## src/verilog/sock1_pkg.sv

```systemverilog
package sock1_pkg;
	// register offsets on the plain register port
	localparam logic [3:0] CTRL_ADDR   = 4'h0;
	localparam logic [3:0] SLEEP_ADDR  = 4'h1;
	localparam logic [3:0] STATUS_ADDR = 4'h2;
	localparam logic [3:0] IRQ_ST_ADDR = 4'h3;
	localparam logic [3:0] IRQ_MK_ADDR = 4'h4;
	localparam logic [3:0] MODE_ADDR   = 4'h5;
	// control register fields
	localparam int CTRL_FLOAT_BIT = 3;
	localparam int CTRL_WAITEN_BIT = 5;
	localparam logic [7:0] CTRL_RESET = 8'h00;
	// sleep state register field
	localparam int SLEEP_S1_BIT = 1;
	localparam logic [1:0] SLEEP_RESET = 2'h0;
	// mode register: bit 0 sleep, bit 1 io read select polarity
	localparam int MODE_SLEEP_BIT = 0;
	localparam int MODE_IORD_POL_BIT = 1;
	localparam logic [1:0] MODE_RESET = 2'h0;
	// status register fields
	localparam int ST_READY_BIT  = 1;
	localparam int ST_CDV_BIT    = 3;
	localparam int ST_VS1_BIT    = 6;
	localparam int ST_VS2_BIT    = 7;
	localparam int ST_IO16_BIT   = 9;
	localparam int ST_BVD1_BIT   = 12;
	localparam int ST_BVD2_BIT   = 13;
	// interrupt status/mask fields
	localparam int IRQ_READY_BIT = 0;
	localparam int IRQ_BVD1_BIT  = 1;
	localparam int IRQ_CDV_BIT   = 2;
	localparam logic [2:0] IRQ_MASK_RESET = 3'h0;
	// synchroniser depth for card pins
	localparam int SYNC_STAGES = 3;
endpackage

```

## src/verilog/sock1_sync.sv

```systemverilog
`timescale 1ns/100ps
// three-stage synchroniser; output moves once stages two and three agree
module sock1_sync #(
	parameter int        WIDTH = 1,
	parameter logic [0:0] INIT = 1'b1
) (
	input  wire logic             CLK,
	input  wire logic             SYS_RST,
	input  wire logic [WIDTH-1:0] D,
	output logic      [WIDTH-1:0] Q
);
	logic [WIDTH-1:0] s1_ff;
	logic [WIDTH-1:0] s2_ff;
	logic [WIDTH-1:0] s3_ff;

	// chain; first stage feeds only the second
	always_ff @(posedge CLK or posedge SYS_RST) begin
		if (SYS_RST) begin
			s1_ff <= {WIDTH{INIT}};
			s2_ff <= {WIDTH{INIT}};
			s3_ff <= {WIDTH{INIT}};
		end else begin
			s1_ff <= D;
			s2_ff <= s1_ff;
			s3_ff <= s2_ff;
		end
	end

	// per-bit agreement filter rejects a single-cycle disagreement
	always_ff @(posedge CLK or posedge SYS_RST) begin
		if (SYS_RST) begin
			Q <= {WIDTH{INIT}};
		end else begin
			for (int i = 0; i < WIDTH; i++) begin
				if (s2_ff[i] == s3_ff[i]) begin
					Q[i] <= s3_ff[i];
				end
			end
		end
	end
endmodule

```

## src/verilog/sock1_edge.sv

```systemverilog
`timescale 1ns/100ps
// sticky event flag: sets on a change of the watched level, read clears
module sock1_edge (
	input  wire logic CLK,
	input  wire logic SYS_RST,
	input  wire logic LEVEL,
	input  wire logic CLR,
	output logic      FLAG
);
	logic prev_ff;
	logic hit;

	assign hit = LEVEL ^ prev_ff;

	// every watched level idles high out of reset; a low start would
	// fake an event on the first edge after release
	always_ff @(posedge CLK or posedge SYS_RST) begin
		if (SYS_RST) begin
			prev_ff <= 1'b1;
		end else begin
			prev_ff <= LEVEL;
		end
	end

	// set wins over a clear in the same cycle so no event is lost
	always_ff @(posedge CLK or posedge SYS_RST) begin
		if (SYS_RST) begin
			FLAG <= 1'b0;
		end else if (hit) begin
			FLAG <= 1'b1;
		end else if (CLR) begin
			FLAG <= 1'b0;
		end
	end
endmodule

```

## src/verilog/sock1_gate.sv

```systemverilog
`timescale 1ns/100ps
// Functional notes
// card enables pass only when detected, selected
// sleep: sleep bit zero floats, one drives high
// float bit clear floats every strobe output
// output enable gated by detect and select
// write enable gated by detect and select
// io read gated, select polarity is configurable
// io write gated by detect and select
// host wait follows card wait input; the code passes it only while the wait enable bit is set, else holds it high
// io16 drives host io16 and status
// ready readable and an interrupt source
// bvd1 status change readable and interrupt
// bvd2 speaker readable in status
// both voltage sense inputs readable
// detect valid zero when both detects low
// software sets float bit to enable outputs
// socket one sleep state from bit one
// card inputs synchronised before status use
module sock1_gate
	import sock1_pkg::*;
(
	input  wire logic        CLK,
	input  wire logic        SYS_RST,
	input  wire logic [3:0]  REG_ADDR,
	input  wire logic [15:0] REG_WDATA,
	input  wire logic        REG_WR,
	input  wire logic        REG_RD,
	output logic      [15:0] REG_RDATA,
	output logic             IRQ,
	input  wire logic        SOCKET_SELECT,
	input  wire logic [1:0]  HOST_CARD_ENABLE_N,
	input  wire logic        HOST_OUTPUT_ENABLE_N,
	input  wire logic        HOST_WRITE_ENABLE_N,
	input  wire logic        HOST_IO_READ_N,
	input  wire logic        HOST_IO_WRITE_N,
	output logic             HOST_WAIT_N,
	output logic             HOST_IO16_N,
	output logic [1:0]       SOCK1_CARD_ENABLE_N,
	output logic [1:0]       SOCK1_CARD_ENABLE_OE,
	output logic             SOCK1_OUTPUT_ENABLE_N,
	output logic             SOCK1_OUTPUT_ENABLE_OE,
	output logic             SOCK1_WRITE_ENABLE_N,
	output logic             SOCK1_WRITE_ENABLE_OE,
	output logic             SOCK1_IO_READ_N,
	output logic             SOCK1_IO_READ_OE,
	output logic             SOCK1_IO_WRITE_N,
	output logic             SOCK1_IO_WRITE_OE,
	input  wire logic        SOCK1_WAIT_IN_N,
	input  wire logic        SOCK1_IO16_IN_N,
	input  wire logic        SOCK1_READY_IRQ,
	input  wire logic        SOCK1_BATT1_STATUS_CHANGE,
	input  wire logic        SOCK1_BATT2_SPEAKER,
	input  wire logic [1:0]  SOCK1_VOLTAGE_SENSE_N,
	input  wire logic [1:0]  SOCK1_CARD_DETECT_N
);
	import sock1_pkg::*;

	logic [7:0]     card_control_reg_ff;
	logic [1:0]     card_sleep_state_reg_ff;
	logic [1:0]     mode_ff;
	logic [2:0]     irq_mask_ff;
	logic [2:0]     irq_flag;
	logic           wait_s;
	logic           io16_s;
	logic           ready_s;
	logic           bvd1_s;
	logic           bvd2_s;
	logic [1:0]     vs_s;
	logic [1:0]     cd_s;
	logic           sock1_detect_valid_n;
	logic           float_en;
	logic           sleep_mode;
	logic           sleep_drive;
	logic           sel_ok;
	logic           iord_sel_ok;
	logic           irq_clr;
	logic [15:0]    status_word;
	logic [15:0]    nxt_rdata;
	logic [1:0]     ce_n;
	logic           oe_n;
	logic           we_n;
	logic           iord_n;
	logic           iowr_n;
	logic           strobe_oe;

	// card pins are asynchronous; idle levels high to avoid reset glitches
	sock1_sync #(
		.WIDTH (1),
		.INIT  (1'b1)
	) u_sync_wait (
		.CLK     (CLK),
		.SYS_RST (SYS_RST),
		.D       (SOCK1_WAIT_IN_N),
		.Q       (wait_s)
	);

	// io16 feeds both the host indication and the status word
	sock1_sync #(
		.WIDTH (1),
		.INIT  (1'b1)
	) u_sync_io16 (
		.CLK     (CLK),
		.SYS_RST (SYS_RST),
		.D       (SOCK1_IO16_IN_N),
		.Q       (io16_s)
	);

	// ready level, also an interrupt source
	sock1_sync #(
		.WIDTH (1),
		.INIT  (1'b1)
	) u_sync_ready (
		.CLK     (CLK),
		.SYS_RST (SYS_RST),
		.D       (SOCK1_READY_IRQ),
		.Q       (ready_s)
	);

	// battery voltage one / status change, also an interrupt source
	sock1_sync #(
		.WIDTH (1),
		.INIT  (1'b1)
	) u_sync_bvd1 (
		.CLK     (CLK),
		.SYS_RST (SYS_RST),
		.D       (SOCK1_BATT1_STATUS_CHANGE),
		.Q       (bvd1_s)
	);

	// battery voltage two / speaker; status only
	sock1_sync #(
		.WIDTH (1),
		.INIT  (1'b1)
	) u_sync_bvd2 (
		.CLK     (CLK),
		.SYS_RST (SYS_RST),
		.D       (SOCK1_BATT2_SPEAKER),
		.Q       (bvd2_s)
	);

	// voltage sense pair; each bit is filtered on its own
	sock1_sync #(
		.WIDTH (2),
		.INIT  (1'b1)
	) u_sync_vs (
		.CLK     (CLK),
		.SYS_RST (SYS_RST),
		.D       (SOCK1_VOLTAGE_SENSE_N),
		.Q       (vs_s)
	);

	// card detects; strobes open only on the filtered pair
	sock1_sync #(
		.WIDTH (2),
		.INIT  (1'b1)
	) u_sync_cd (
		.CLK     (CLK),
		.SYS_RST (SYS_RST),
		.D       (SOCK1_CARD_DETECT_N),
		.Q       (cd_s)
	);

	// detect valid is active low: zero only when both detects low
	assign sock1_detect_valid_n = |cd_s;

	// control register write; float bit lives here
	always_ff @(posedge CLK or posedge SYS_RST) begin
		if (SYS_RST) begin
			card_control_reg_ff <= CTRL_RESET;
		end else if (REG_WR && REG_ADDR == CTRL_ADDR) begin
			card_control_reg_ff <= REG_WDATA[7:0];
		end
	end

	// sleep state register write
	always_ff @(posedge CLK or posedge SYS_RST) begin
		if (SYS_RST) begin
			card_sleep_state_reg_ff <= SLEEP_RESET;
		end else if (REG_WR && REG_ADDR == SLEEP_ADDR) begin
			card_sleep_state_reg_ff <= REG_WDATA[1:0];
		end
	end

	// sleep entry and io read select polarity
	always_ff @(posedge CLK or posedge SYS_RST) begin
		if (SYS_RST) begin
			mode_ff <= MODE_RESET;
		end else if (REG_WR && REG_ADDR == MODE_ADDR) begin
			mode_ff <= REG_WDATA[1:0];
		end
	end

	// interrupt mask
	always_ff @(posedge CLK or posedge SYS_RST) begin
		if (SYS_RST) begin
			irq_mask_ff <= IRQ_MASK_RESET;
		end else if (REG_WR && REG_ADDR == IRQ_MK_ADDR) begin
			irq_mask_ff <= REG_WDATA[2:0];
		end
	end

	// reading the interrupt status clears it
	assign irq_clr = REG_RD && REG_ADDR == IRQ_ST_ADDR;

	sock1_edge u_ev_ready (
		.CLK     (CLK),
		.SYS_RST (SYS_RST),
		.LEVEL   (ready_s),
		.CLR     (irq_clr),
		.FLAG    (irq_flag[IRQ_READY_BIT])
	);

	sock1_edge u_ev_bvd1 (
		.CLK     (CLK),
		.SYS_RST (SYS_RST),
		.LEVEL   (bvd1_s),
		.CLR     (irq_clr),
		.FLAG    (irq_flag[IRQ_BVD1_BIT])
	);

	sock1_edge u_ev_cdv (
		.CLK     (CLK),
		.SYS_RST (SYS_RST),
		.LEVEL   (sock1_detect_valid_n),
		.CLR     (irq_clr),
		.FLAG    (irq_flag[IRQ_CDV_BIT])
	);

	// level interrupt while any unmasked flag is set
	assign IRQ = |(irq_flag & irq_mask_ff);

	// status word of synchronised card levels
	always_comb begin
		status_word = 16'h0000;
		status_word[ST_READY_BIT] = ready_s;
		status_word[ST_CDV_BIT]   = sock1_detect_valid_n;
		status_word[ST_VS1_BIT]   = vs_s[0];
		status_word[ST_VS2_BIT]   = vs_s[1];
		status_word[ST_IO16_BIT]  = io16_s;
		status_word[ST_BVD1_BIT]  = bvd1_s;
		status_word[ST_BVD2_BIT]  = bvd2_s;
	end

	// read mux; unmapped addresses read zero
	always_comb begin
		case (REG_ADDR)
			CTRL_ADDR:   nxt_rdata = {8'h00, card_control_reg_ff};
			SLEEP_ADDR:  nxt_rdata = {14'h0000, card_sleep_state_reg_ff};
			STATUS_ADDR: nxt_rdata = status_word;
			IRQ_ST_ADDR: nxt_rdata = {13'h0000, irq_flag};
			IRQ_MK_ADDR: nxt_rdata = {13'h0000, irq_mask_ff};
			MODE_ADDR:   nxt_rdata = {14'h0000, mode_ff};
			default:     nxt_rdata = 16'h0000;
		endcase
	end

	// read data stands only in the cycle after the strobe
	always_ff @(posedge CLK or posedge SYS_RST) begin
		if (SYS_RST) begin
			REG_RDATA <= 16'h0000;
		end else if (REG_RD) begin
			REG_RDATA <= nxt_rdata;
		end else begin
			REG_RDATA <= 16'h0000;
		end
	end

	// host wait is only passed when enabled, else it idles high
	always_ff @(posedge CLK or posedge SYS_RST) begin
		if (SYS_RST) begin
			HOST_WAIT_N <= 1'b1;
		end else begin
			HOST_WAIT_N <= wait_s |
				~card_control_reg_ff[CTRL_WAITEN_BIT];
		end
	end

	// host io16 indication follows the filtered card level
	always_ff @(posedge CLK or posedge SYS_RST) begin
		if (SYS_RST) begin
			HOST_IO16_N <= 1'b1;
		end else begin
			HOST_IO16_N <= io16_s;
		end
	end

	assign float_en    = card_control_reg_ff[CTRL_FLOAT_BIT];
	assign sleep_mode  = mode_ff[MODE_SLEEP_BIT];
	assign sleep_drive = card_sleep_state_reg_ff[SLEEP_S1_BIT];
	// strobe gating uses the filtered detects, never the raw pins
	assign sel_ok      = ~sock1_detect_valid_n & ~SOCKET_SELECT;
	// io read polarity selectable since its qualifier may be misprinted
	assign iord_sel_ok = ~sock1_detect_valid_n &
		(SOCKET_SELECT == mode_ff[MODE_IORD_POL_BIT]);

	// strobe values: pass when qualified, high otherwise or in sleep
	always_comb begin
		if (sleep_mode) begin
			ce_n   = 2'h3;
			oe_n   = 1'b1;
			we_n   = 1'b1;
			iord_n = 1'b1;
			iowr_n = 1'b1;
		end else begin
			ce_n   = sel_ok ? HOST_CARD_ENABLE_N : 2'h3;
			oe_n   = sel_ok ? HOST_OUTPUT_ENABLE_N : 1'b1;
			we_n   = sel_ok ? HOST_WRITE_ENABLE_N : 1'b1;
			iord_n = iord_sel_ok ? HOST_IO_READ_N : 1'b1;
			iowr_n = sel_ok ? HOST_IO_WRITE_N : 1'b1;
		end
	end

	// float clear releases all; sleep floats unless sleep bit is one
	assign strobe_oe = float_en & (~sleep_mode | sleep_drive);

	// registered strobes keep the pins glitch free at one cycle of latency
	always_ff @(posedge CLK or posedge SYS_RST) begin
		if (SYS_RST) begin
			SOCK1_CARD_ENABLE_N    <= 2'h3;
			SOCK1_CARD_ENABLE_OE   <= 2'h0;
			SOCK1_OUTPUT_ENABLE_N  <= 1'b1;
			SOCK1_OUTPUT_ENABLE_OE <= 1'b0;
			SOCK1_WRITE_ENABLE_N   <= 1'b1;
			SOCK1_WRITE_ENABLE_OE  <= 1'b0;
			SOCK1_IO_READ_N        <= 1'b1;
			SOCK1_IO_READ_OE       <= 1'b0;
			SOCK1_IO_WRITE_N       <= 1'b1;
			SOCK1_IO_WRITE_OE      <= 1'b0;
		end else begin
			SOCK1_CARD_ENABLE_N    <= ce_n;
			SOCK1_CARD_ENABLE_OE   <= {2{strobe_oe}};
			SOCK1_OUTPUT_ENABLE_N  <= oe_n;
			SOCK1_OUTPUT_ENABLE_OE <= strobe_oe;
			SOCK1_WRITE_ENABLE_N   <= we_n;
			SOCK1_WRITE_ENABLE_OE  <= strobe_oe;
			SOCK1_IO_READ_N        <= iord_n;
			SOCK1_IO_READ_OE       <= strobe_oe;
			SOCK1_IO_WRITE_N       <= iowr_n;
			SOCK1_IO_WRITE_OE      <= strobe_oe;
		end
	end
endmodule

```

## config.mk

```make
export PLATFORM = sky130hd
export DESIGN_NAME = sock1_gate
export DESIGN_NICKNAME = d
export VERILOG_FILES = /design/src/verilog/sock1_pkg.sv /design/src/verilog/sock1_sync.sv /design/src/verilog/sock1_edge.sv /design/src/verilog/sock1_gate.sv
export SDC_FILE = /design/constraint.sdc
export NUM_CORES = 1
export LEC_CHECK = 0
export BUFFER_PORTS_ARGS = -buffer_cell sky130_fd_sc_hd__buf_2
export CAP_MARGIN = 20
export CORE_UTILIZATION = 52
export CTS_BUF_LIST = sky130_fd_sc_hd__clkbuf_8 sky130_fd_sc_hd__clkbuf_16
export DETAILED_ROUTE_END_ITERATION = 16
export PLACE_DENSITY = 0.79
export SETUP_SLACK_MARGIN = 0.15
export SLEW_MARGIN = 15
export SYNTH_ARGS = -nofsm -noshare
export SYNTH_HDL_FRONTEND = slang
export SYNTH_SLANG_ARGS = --single-unit
export TNS_END_PERCENT = 1
```

## constraint.sdc

```tcl
create_clock -name CLK -period 2.3 [get_ports CLK]
set_input_delay 0.115 -clock CLK [delete_from_list [all_inputs] [get_ports CLK]]
set_output_delay 0.115 -clock CLK [all_outputs]
set_load 0.05 [all_outputs]
```

==> results of run 1 <==
critical path: cells and delay by family (launching register included):
| kind | cells | cell delay, ps |
|---|---|---|
| AOI/OAI and AO/OA | 1 | 330 |
| buffers and inverters | 2 | 270 |
| DFF | 1 | 420 |
sequential cells by signal, summed over array words and instances, names as in the netlist, 2 cells and up:
name and count:
u_sync_vs.s1_ff 2, u_sync_vs.s2_ff 2, card_sleep_state_reg_ff 2, u_sync_cd.s2_ff 2, card_control_reg_ff 8, u_sync_vs.Q 2, irq_mask_ff 3, SOCK1_CARD_ENABLE_N 2
mode_ff 2, REG_RDATA 11, u_sync_cd.Q 2, u_sync_cd.s1_ff 2, u_sync_vs.s3_ff 2, u_sync_cd.s3_ff 2
stage by stage:
step	util, %	total power (uW)	instance area, sq um	setup slack [ps]
3_5_place_dp	60.5	2080	3110	917
4_1_cts	68.6	3250	3530	805
3_3_place_gp	60.5	2070	3110	981
2_1_floorplan	-	1990	2820	296
5_1_grt	69.0	3350	3550	694
6_report	69.0	3220	3550	818
kinds of logic after synthesis:
family,count (synthesis),synth area share (%)
adder cells (fa/ha/maj),9,3.22
AND/OR/NAND/NOR,38,9.07
XOR/XNOR,4,1.25
AO/OA/AOI/OAI,9,2.28
buffers and inverters,17,4.07
other,1,0.134
flip-flops,77,70.9
multiplexers,22,9.07
cells in the mapped netlist (2+ instances only):
master	instances	area, sq um
xor2_1	3	26.3
nor2_4	2	22.5
mux2_2	17	191
buf_4	11	82.6
mux2i_1	4	40.0
nand4_1	3	18.8
dfstp_2	47	1230
nand3b_1	3	22.5
a21o_1	3	22.5
dfrtp_1	30	751
maj3_1	9	90.1
nand2_1	4	15.0
nor2_1	5	18.8
and2_1	3	18.8
nand2b_1	5	31.3
inv_1	4	15.0
or2b_1	2	15.0
and4_1	2	17.5
a21oi_1	2	10.0
worst min-delay path by stage:
stage / slack, ps / from / cells after the start / end
2_1_floorplan: 120 / SOCK1_BATT1_STATUS_CHANGE / 0 / u_sync_bvd1.s1_ff$_DFF_PP1_
3_3_place_gp: 220 / SOCK1_BATT1_STATUS_CHANGE / 1 / u_sync_bvd1.s1_ff$_DFF_PP1_
3_5_place_dp: 220 / SOCK1_READY_IRQ / 1 / u_sync_ready.s1_ff$_DFF_PP1_
4_1_cts: 7 / REG_WDATA[6] / 2 / card_control_reg_ff[6]$_DFFE_PP0P_
5_1_grt: 2 / REG_WDATA[7] / 2 / card_control_reg_ff[7]$_DFFE_PP0P_
6_report: 20 / REG_WDATA[2] / 2 / card_control_reg_ff[2]$_DFFE_PP0P_
area by class of cell:
class | count | area (sq um)
inverter | 4 | 15.0
clock inverter | 4 | 48.8
sequential | 77 | 1990
tap | 70 | 87.6
clock buffer | 12 | 188
multi-input combinational | 87 | 716
fill | 371 | 1590
timing repair buffer | 78 | 505
power groups by stage:
stage	Combinational [uW]	Clock, uW	Sequential (uW)
2_1_floorplan	332	0	1660
3_3_place_gp	452	0	1620
3_5_place_dp	461	0	1620
4_1_cts	485	1160	1600
5_1_grt	521	1210	1620
6_report	483	1140	1600
cell usage in the layout, fill, tap and decap left out, drive strengths merged, types with 4 or more instances in the layout:
cell | synthesis | layout
nand2b | 5 | 5
clkbuf | 0 | 12
buf | 13 | 58
dfrtp | 30 | 30
mux2 | 17 | 17
nand2 | 4 | 4
nor2 | 7 | 7
conb | 1 | 5
maj3 | 9 | 9
mux2i | 4 | 4
inv | 4 | 5
dlygate4sd3 | 0 | 20
dfstp | 47 | 47
repair_timing:
action	4_1_cts	5_1_grt
setup buffers	0	0
resized for setup	0	0
hold endpoints to repair	47	2
hold buffers	18	2
per-layer routing:
layer | global-route usage, % | vias up | routed length [microns]
li1 | - | 753 | -
met1 | 24.0 | 783 | 2060
met2 | 27.0 | 50 | 2200
met3 | 7.54 | 7 | 250
met4 | 8.02 | 0 | 57
met5 | 0 | - | 0
==> reports/results.tsv, run 1 <==
metric	value	unit
ant diodes	0	
Worst-Margin Slew	649	ps
#FFs+latches synth	77	
CP endpoint kind	output pin	
R2R Setup Slk	950	ps
CP Class	reg -> out	
PD cells	908	mW/mm^2
total CTS buffers	9	
minimum clock period	1480	ps
initial antenna violation count	0	
Flop pwr share	49.6	%
WL per Instance	13.8	microns
Die W	75.4	microns
antenna viol nets, final	0	
DIE HEIGHT	75.4	microns
Clock transition at path regs	80	ps
Seq/Total Area, Yosys	70.9	%
WL final	4580	microns
Max Fclk	0.675	GHz
average size of a mapped cell	15.8	sq um
maximum vdd drop	0.000444	V
setup violation total in the final timing report	0	
Placed Cells	296	
worst hold path type	in -> reg	
Ports	71	
Layout Area Growth over Synthesis	26.6	%
initial detailed-routing violation count	51	
CTS max path bufs	2	
Worst EP required	2180	ps
full die area	0.00568	sq mm
Critical Path End	IRQ	
Post-synth EDFFs	0	
Cell Chain, Critical Path	a222oi_1 > inv_1 > buf_2	
dpl hpwl	2900	microns
final period utilization	64.4	%
synth unique cells	37	
Slowest cell on crit path	dfrtp_1	
unrepaired setup endpoints after global routing	false	
initial core utilization	54.5	%
Vias/cell	4.80	
Gate Count Post-Synth	177	
Slew headroom	56.3	%
ys flop type	dfstp_2	
nets@finish	297	
number of global-route vias before repair	1564	
row count	26	
clock power share	35.4	%
I/O Buffers	57	
CP Max Fanout	3	
first-pass GRT wire length	7250	microns
Remaining Overflow, GRT	0	
CTS tree	built	
ys async rst share	100	%
status	complete, no violations	
CTS root buffer	clkbuf_8	
leakage power	0.00157	uW
NetSw	859	uW
clock skew	6.08	ps
clk sink count	77	
clock latency on the worst-skew pair	340	ps
Worst path max stage delay	420	ps
final std cells w/o fill	332	
setup TNS	0	ps
largest net degree at the start of global routing	78	
Final Hold Viols	0	
Worst Setup Start Kind	flop	
Post-Syn Area	0.00280	sq mm
DR pass1 iterations	6	
H-tree depth	3	
Critical Path Start	u_ev_bvd1.FLAG$_DFFE_PP0P_	
RR Startpoint	mode_ff[0]$_DFFE_PP0P_	
GPL Wtd Cong	0.853	
share of layout cells above drive strength 1	55.0	%
all-layer global routing usage	18.3	%
switch share	26.7	%
Worst R2R Path Depth	2	
reg2reg end	SOCK1_IO_WRITE_N$_DFF_PP1_	
max-slew violations	0	
# DRC	0	
worst hold slack	17.4	ps
Vias	1593	
combinational share of power	15.0	%
Max Cap Viol	0	
CP arrival	1370	ps
Core ar.	0.00514	sq mm
P_int	2360	uW
Ys Warns	0	
(Power assumes the default switching activity.)
==> run 2, diff against run 1 <==
--- a/config.mk
+++ b/config.mk
@@ -7,10 +7,10 @@
 export LEC_CHECK = 0
 export BUFFER_PORTS_ARGS = -buffer_cell sky130_fd_sc_hd__buf_2
 export CAP_MARGIN = 20
-export CORE_UTILIZATION = 52
+export CORE_UTILIZATION = 47
 export CTS_BUF_LIST = sky130_fd_sc_hd__clkbuf_8 sky130_fd_sc_hd__clkbuf_16
 export DETAILED_ROUTE_END_ITERATION = 16
-export PLACE_DENSITY = 0.79
+export PLACE_DENSITY = 0.76
 export SETUP_SLACK_MARGIN = 0.15
 export SLEW_MARGIN = 15
 export SYNTH_ARGS = -nofsm -noshare
==> constraint.sdc (replaced) <==
create_clock -name CLK -period 1.25 [get_ports CLK]
set_input_delay 0.0625 -clock CLK [delete_from_list [all_inputs] [get_ports CLK]]
set_output_delay 0.0625 -clock CLK [all_outputs]
set_load 0.05 [all_outputs]
==> run 2 against run 1 <==
Against the previous run: first-iteration DRC count grew 67%; flip-flop and latch count unchanged; critical path type unchanged; the flow now finishes with violations (setup timing); critical path depth unchanged.
==> reports/results.tsv, run 2 (synthesis gave the netlist of run 1 again) <==
metric	value	unit	change
CTS tree	built		unchanged
Layout Area Growth over Synthesis	33.2	%	was 26.6%
Vias	1645		was 1593
status	finished with violations		was complete, no violations
share of layout cells above drive strength 1	57.6	%	was 55.0%
Met3 Wirelength	267	microns	was 250 microns
Setup WS post-layout	-175	ps	was 818 ps
Worst EP required	1190	ps	was 2180 ps
metal2 WL	2460	microns	was 2200 microns
maximum vdd drop	0.000931	V	was 0.000444 V
RR Startpoint	u_ev_bvd1.FLAG$_DFFE_PP0P_		was mode_ff[0]$_DFFE_PP0P_
Core ar.	0.00561	sq mm	was 0.00514 sq mm
H-tree depth	3		unchanged
CP endpoint kind	output pin		unchanged
CTS max path bufs	2		unchanged
number of flip-flops under the largest register name	11		unchanged
dpl hpwl	2960	microns	was 2900 microns
Max Fclk	0.702	GHz	
clock skew	6.64	ps	was 6.08 ps
Clock transition at path regs	80	ps	about the same
Vias/cell	4.82		was 4.80
Top reg by flops	REG_RDATA		unchanged
end of the worst hold path	card_control_reg_ff[0]$_DFFE_PP0P_		was card_control_reg_ff[2]$_DFFE_PP0P_
Worst path max stage delay	400	ps	was 420 ps
Fillers	407		was 371
Cell Chain, Critical Path	a222oi_1 > inv_1 > buf_6		was a222oi_1 > inv_1 > buf_2
full die area	0.00627	sq mm	was 0.00568 sq mm
all-layer global routing usage	17.4	%	was 18.3%
DIE HEIGHT	79.2	microns	was 75.4 microns
CTS root buffer	clkbuf_8		unchanged
DR top layer	met4		unchanged
Worst Hold Path Cells	2		unchanged
length of routed wiring on met1	2020	microns	was 2060 microns
Crit path max-delay family	flip-flops		unchanged
Ports	71		unchanged
ant diodes	0		unchanged
Regs by FF count	REG_RDATA (11), card_control_reg_ff (8), irq_mask_ff (3)		unchanged
Worst Setup Start Kind	flop		unchanged
Worst R2R Path Depth	4		was 2
minimum clock period	1430	ps	
most frequent cells in the layout	dfstp_2, buf_2, dfrtp_1		was buf_2, dfstp_2, dfrtp_1
final period utilization	114	%	
Place WS	61.9	ps	was 917 ps
CP Max Fanout	2		was 3
Die W	79.2	microns	was 75.4 microns
first-pass GRT wire length	7920	microns	was 7250 microns
initial core utilization	49.9	%	was 54.5%
WL final	4870	microns	was 4580 microns
setup violation total in the final timing report	2		was 0
CP Class	reg -> out		unchanged
leakage power	0.00165	uW	was 0.00157 uW
unrepaired setup endpoints after global routing	true		was false
failing checks	setup timing		
min-delay src	REG_WDATA[0]		was REG_WDATA[2]
Placed Cells	302		was 296
total CTS buffers	9		unchanged
post-layout util	66.5	%	was 69.0%
DR pass1 iterations	4		was 6
clock latency on the worst-skew pair	340	ps	about the same
Slowest cell on crit path	dfrtp_1		unchanged
final std cells w/o fill	341		was 332
antenna viol nets, final	0		unchanged
nets@finish	304		was 297
number of global-route vias before repair	1673		was 1564
WL per Instance	14.3	microns	was 13.8 microns
initial detailed-routing violation count	85		was 51
I/O Buffers	57		unchanged
most common cell after layout, fill and taps aside	dfstp_2		was buf_2
initial antenna violation count	0		unchanged
largest net degree at the start of global routing	78		unchanged
Final Hold Viols	0		unchanged
row count	27		was 26
reg2reg end	REG_RDATA[1]$_DFF_PP0_		was SOCK1_IO_WRITE_N$_DFF_PP1_
Remaining Overflow, GRT	0		unchanged
WP buf/inv	2		unchanged
# DRC	0		unchanged
clk sink count	77		unchanged
PD cells	1580	mW/mm^2	was 908 mW/mm^2
Max Cap Viol	0		unchanged
CP arrival	1360	ps	was 1370 ps
R2R Setup Slk	-10	ps	was 950 ps
GPL Wtd Cong	0.777		was 0.853
max-slew violations	0		unchanged
worst hold slack	19.7	ps	was 17.4 ps
worst hold path type	in -> reg		unchanged
[run 2: cell types whose count changed in the layout (fill, tap and decap cells not counted), sizes merged]
cell	change
dlygate4sd3	+2
inv	-1
clkbuf	-2
clkinv	+3
buf	+5
[run 2: what timing repair did]
item | CTS | global route
resized for setup | 28 | 20
setup buffers | 1 | 0
hold endpoints to repair | 52 | 0
hold buffers | 22 | 0
pin swaps | 7 | 5
endpoints found under the setup margin | 15 | 23
[run 2: cell type report]
cell class                 count  area, sq um  area share, %
sequential                    77         1990           53.2
clock buffer                  10          149           3.99
multi-input combinational     87          757           20.3
clock inverter                 6         61.3           1.64
tap                           72         90.1           2.42
inverter                       4         18.8          0.503
timing repair buffer          85          668           17.9
[run 2: worst register-to-register path, stage by stage (launching register included)]
cell and delay (ps):
dfrtp_1 400, buf_4 140, mux4_2 470, nand2_2 80, a21oi_1 60
[run 2: where the power goes]
group	total, uW	switching, uW	leakage (uW)	internal (uW)
clock network	1900	866	0.000113	1040
registers	2960	163	0.000871	2800
logic	1010	583	0.000663	432
total	5880	1610	0.00165	4270
[run 2: how the worst max path moves through the flow]
| stage | from | to | slack, ps | cells past startpoint |
|---|---|---|---|---|
| 4_1_cts | u_ev_bvd1.FLAG$_DFFE_PP0P_ | IRQ | -210 | 3 |
| 3_5_place_dp | mode_ff[1]$_DFFE_PP0P_ | REG_RDATA[1]$_DFF_PP0_ | 60 | 3 |
| 5_1_grt | u_ev_bvd1.FLAG$_DFFE_PP0P_ | IRQ | -220 | 3 |
| 2_1_floorplan | u_sync_cd.Q[1]$_DFFE_PP1N_ | SOCK1_CARD_ENABLE_N[0]$_DFF_PP1_ | 90 | 2 |
| 6_report | u_ev_bvd1.FLAG$_DFFE_PP0P_ | IRQ | -180 | 3 |
| 3_3_place_gp | mode_ff[1]$_DFFE_PP0P_ | REG_RDATA[1]$_DFF_PP0_ | 120 | 3 |
[run 2: per-layer routing]
metal | GRT usage, % | up-vias
li1 | - | 769
met1 | 20.9 | 806
met2 | 27.3 | 59
met3 | 5.17 | 11
met4 | 10.7 | 0
met5 | 0 | -
[run 2: metrics by stage]
step	power (uW)	TNS, ps	instance area [sq um]
floorplan	3670	0	2820
global placement	3810	0	3150
detailed placement	3840	0	3150
CTS	5900	-208	3680
global route	6150	-261	3730
finish	5880	-184	3730
==> run 3, diff against run 2 <==
--- a/config.mk
+++ b/config.mk
@@ -7,10 +7,10 @@
 export LEC_CHECK = 0
 export BUFFER_PORTS_ARGS = -buffer_cell sky130_fd_sc_hd__buf_2
 export CAP_MARGIN = 20
-export CORE_UTILIZATION = 47
-export CTS_BUF_LIST = sky130_fd_sc_hd__clkbuf_8 sky130_fd_sc_hd__clkbuf_16
+export CORE_UTILIZATION = 49
+export CTS_BUF_LIST = sky130_fd_sc_hd__clkbuf_4
 export DETAILED_ROUTE_END_ITERATION = 16
-export PLACE_DENSITY = 0.76
+export PLACE_DENSITY_LB_ADDON = 0.2
 export SETUP_SLACK_MARGIN = 0.15
 export SLEW_MARGIN = 15
 export SYNTH_ARGS = -nofsm -noshare
==> run 3 against run 2 <==
Against the previous run: the flow still finishes with violations (setup timing); global-route usage up 0.92 points; cell count up 2.6%; routed wire length decreased by 1.0%; register-to-register slack about the same; highest routed layer unchanged; worst hold slack worse by 12 ps; count of clock-buffer cells in the layout grew 1; non-clock buffer count grew 9; sequential power hardly changed; utilization rose by 3.5 points; flip-flop and latch count stayed put; total power decreased by 4.9%; largest power group unchanged.
==> reports/results.tsv, run 3 (synthesis gave the netlist of run 1 again) <==
metric	value	unit	change
number of global-route vias before repair	1662		was 1673
largest net degree at the start of global routing	78		unchanged
worst hold path type	in -> reg		unchanged
DR pass1 iterations	4		unchanged
most frequent cells in the layout	dfstp_2, buf_2, dlygate4sd3_1		was dfstp_2, buf_2, dfrtp_1
antenna viol nets, final	0		unchanged
Place WS	78.3	ps	was 61.9 ps
Worst Hold Path Cells	4		was 2
number of flip-flops under the largest register name	11		unchanged
initial antenna violation count	0		unchanged
clock latency on the worst-skew pair	410	ps	was 340 ps
CTS max path bufs	2		unchanged
Layout Area Growth over Synthesis	37.7	%	was 33.2%
Vias/cell	4.81		was 4.82
Clock transition at path regs	110	ps	was 80 ps
clk sink count	77		unchanged
max-slew violations	0		unchanged
RR Startpoint	u_ev_bvd1.FLAG$_DFFE_PP0P_		unchanged
Setup WS post-layout	-225	ps	was -175 ps
# DRC	0		unchanged
end of the worst hold path	REG_RDATA[1]$_DFF_PP0_		was card_control_reg_ff[0]$_DFFE_PP0P_
full die area	0.00602	sq mm	was 0.00627 sq mm
WL final	4820	microns	was 4870 microns
ant diodes	0		unchanged
Max Cap Viol	0		unchanged
share of layout cells above drive strength 1	56.8	%	was 57.6%
setup violation total in the final timing report	2		unchanged
nets@finish	313		was 304
WL per Instance	13.8	microns	was 14.3 microns
maximum vdd drop	0.00101	V	was 0.000931 V
Final Hold Viols	0		unchanged
R2R Setup Slk	-10	ps	about the same
initial core utilization	50.9	%	was 49.9%
unrepaired setup endpoints after global routing	true		unchanged
initial detailed-routing violation count	107		was 85
CP Max Fanout	2		unchanged
most common cell after layout, fill and taps aside	dfstp_2		unchanged
Ports	71		unchanged
Regs by FF count	REG_RDATA (11), card_control_reg_ff (8), irq_mask_ff (3)		unchanged
total CTS buffers	9		unchanged
design area	0.00385	sq mm	was 0.00373 sq mm
PD cells	1450	mW/mm^2	was 1580 mW/mm^2
reg2reg end	REG_RDATA[1]$_DFF_PP0_		unchanged
Die W	77.6	microns	was 79.2 microns
status	finished with violations		unchanged
Worst R2R Path Depth	4		unchanged
row count	27		unchanged
Core ar.	0.00551	sq mm	was 0.00561 sq mm
clock skew	14.6	ps	was 6.64 ps
Fillers	360		was 407
GPL Wtd Cong	0.816		was 0.777
failing checks	setup timing		unchanged
H-tree depth	3		unchanged
minimum clock period	1470	ps	was 1430 ps
first-pass GRT wire length	8050	microns	was 7920 microns
Remaining Overflow, GRT	0		unchanged
placed cell areas	0.00315	sq mm	about the same
Worst Setup Start Kind	flop		unchanged
min-delay src	REG_ADDR[2]		was REG_WDATA[0]
CP Class	reg -> out		unchanged
final period utilization	118	%	was 114%
Worst EP required	1190	ps	about the same
dpl hpwl	2850	microns	was 2960 microns
I/O Buffers	57		unchanged
CTS tree	built		unchanged
DIE HEIGHT	77.6	microns	was 79.2 microns
CTS root buffer	clkbuf_4		was clkbuf_8
CP endpoint kind	output pin		unchanged
leakage power	0.00166	uW	was 0.00165 uW
Vias	1683		was 1645
Top reg by flops	REG_RDATA		unchanged
worst hold slack	8.16	ps	was 19.7 ps
all-layer global routing usage	18.3	%	was 17.4%
CP arrival	1410	ps	was 1360 ps
Max Fclk	0.678	GHz	was 0.702 GHz
[run 3: cell types whose count changed in the layout (fill, tap and decap cells not counted), sizes merged]
cell	delta
clkinv	-1
clkbuf	+2
buf	+1
dlygate4sd3	+7
[run 3: power breakdown]
group	total, uW	switching [uW]	internal (uW)	leakage (uW)
clock	1470	819	648	0.0000763
sequential	2990	186	2800	0.000868
combinational	1130	593	541	0.000720
total	5590	1600	3990	0.00166
[run 3: through the flow]
step / setup TNS [ps] / std cells / power [uW] / utilization [%]
finish: -232 / 350 / 5590 / 70.0
global route: -418 / 350 / 5860 / 70.0
CTS: -244 / 349 / 5560 / 68.0
detailed placement: 0 / 303 / 3840 / 57.3
global placement: 0 / 303 / 3820 / 57.3
floorplan: 0 / 181 / 3670 / -
[run 3: per-layer routing]
metal / GRT usage (%) / share of wire (%) / vias to the layer above
met5: 0 / 0 / -
met4: 9.62 / 1.8 / 0
met3: 5.88 / 4.3 / 8
met2: 27.3 / 48 / 47
met1: 23.9 / 46 / 838
li1: - / - / 790
[run 3: repair_timing]
action	CTS	global route
buffers inserted	2	0
hold buffers	28	1
endpoints found under the hold margin	65	1
pin swaps	7	5
gates resized for setup	48	35
setup endpoints to repair	27	36
[run 3: final cells by class]
class	instances	area, sq um	share of cell area (%)
tap	72	90.1	2.34
inverter	4	18.8	0.487
multi-input combinational	87	776	20.1
timing repair buffer	94	848	22.0
clock inverter	5	51.3	1.33
clock buffer	11	82.6	2.14
sequential	77	1990	51.6
[run 3: how the worst max path moves through the flow]
stage / startpoint / endpoint / slack (ps) / cells after the start
floorplan: u_sync_cd.Q[1]$_DFFE_PP1N_ / SOCK1_CARD_ENABLE_N[0]$_DFF_PP1_ / 90 / 2
global placement: mode_ff[1]$_DFFE_PP0P_ / REG_RDATA[1]$_DFF_PP0_ / 100 / 3
detailed placement: mode_ff[1]$_DFFE_PP0P_ / REG_RDATA[1]$_DFF_PP0_ / 80 / 3
CTS: irq_mask_ff[1]$_DFFE_PP0P_ / IRQ / -240 / 3
global route: u_ev_bvd1.FLAG$_DFFE_PP0P_ / IRQ / -330 / 3
finish: irq_mask_ff[1]$_DFFE_PP0P_ / IRQ / -220 / 3
[run 3: critical path, cell delays in order (launching register included)]
cell	delay, ps
dfrtp_1	400
a222oi_1	360
inv_1	90
buf_6	160
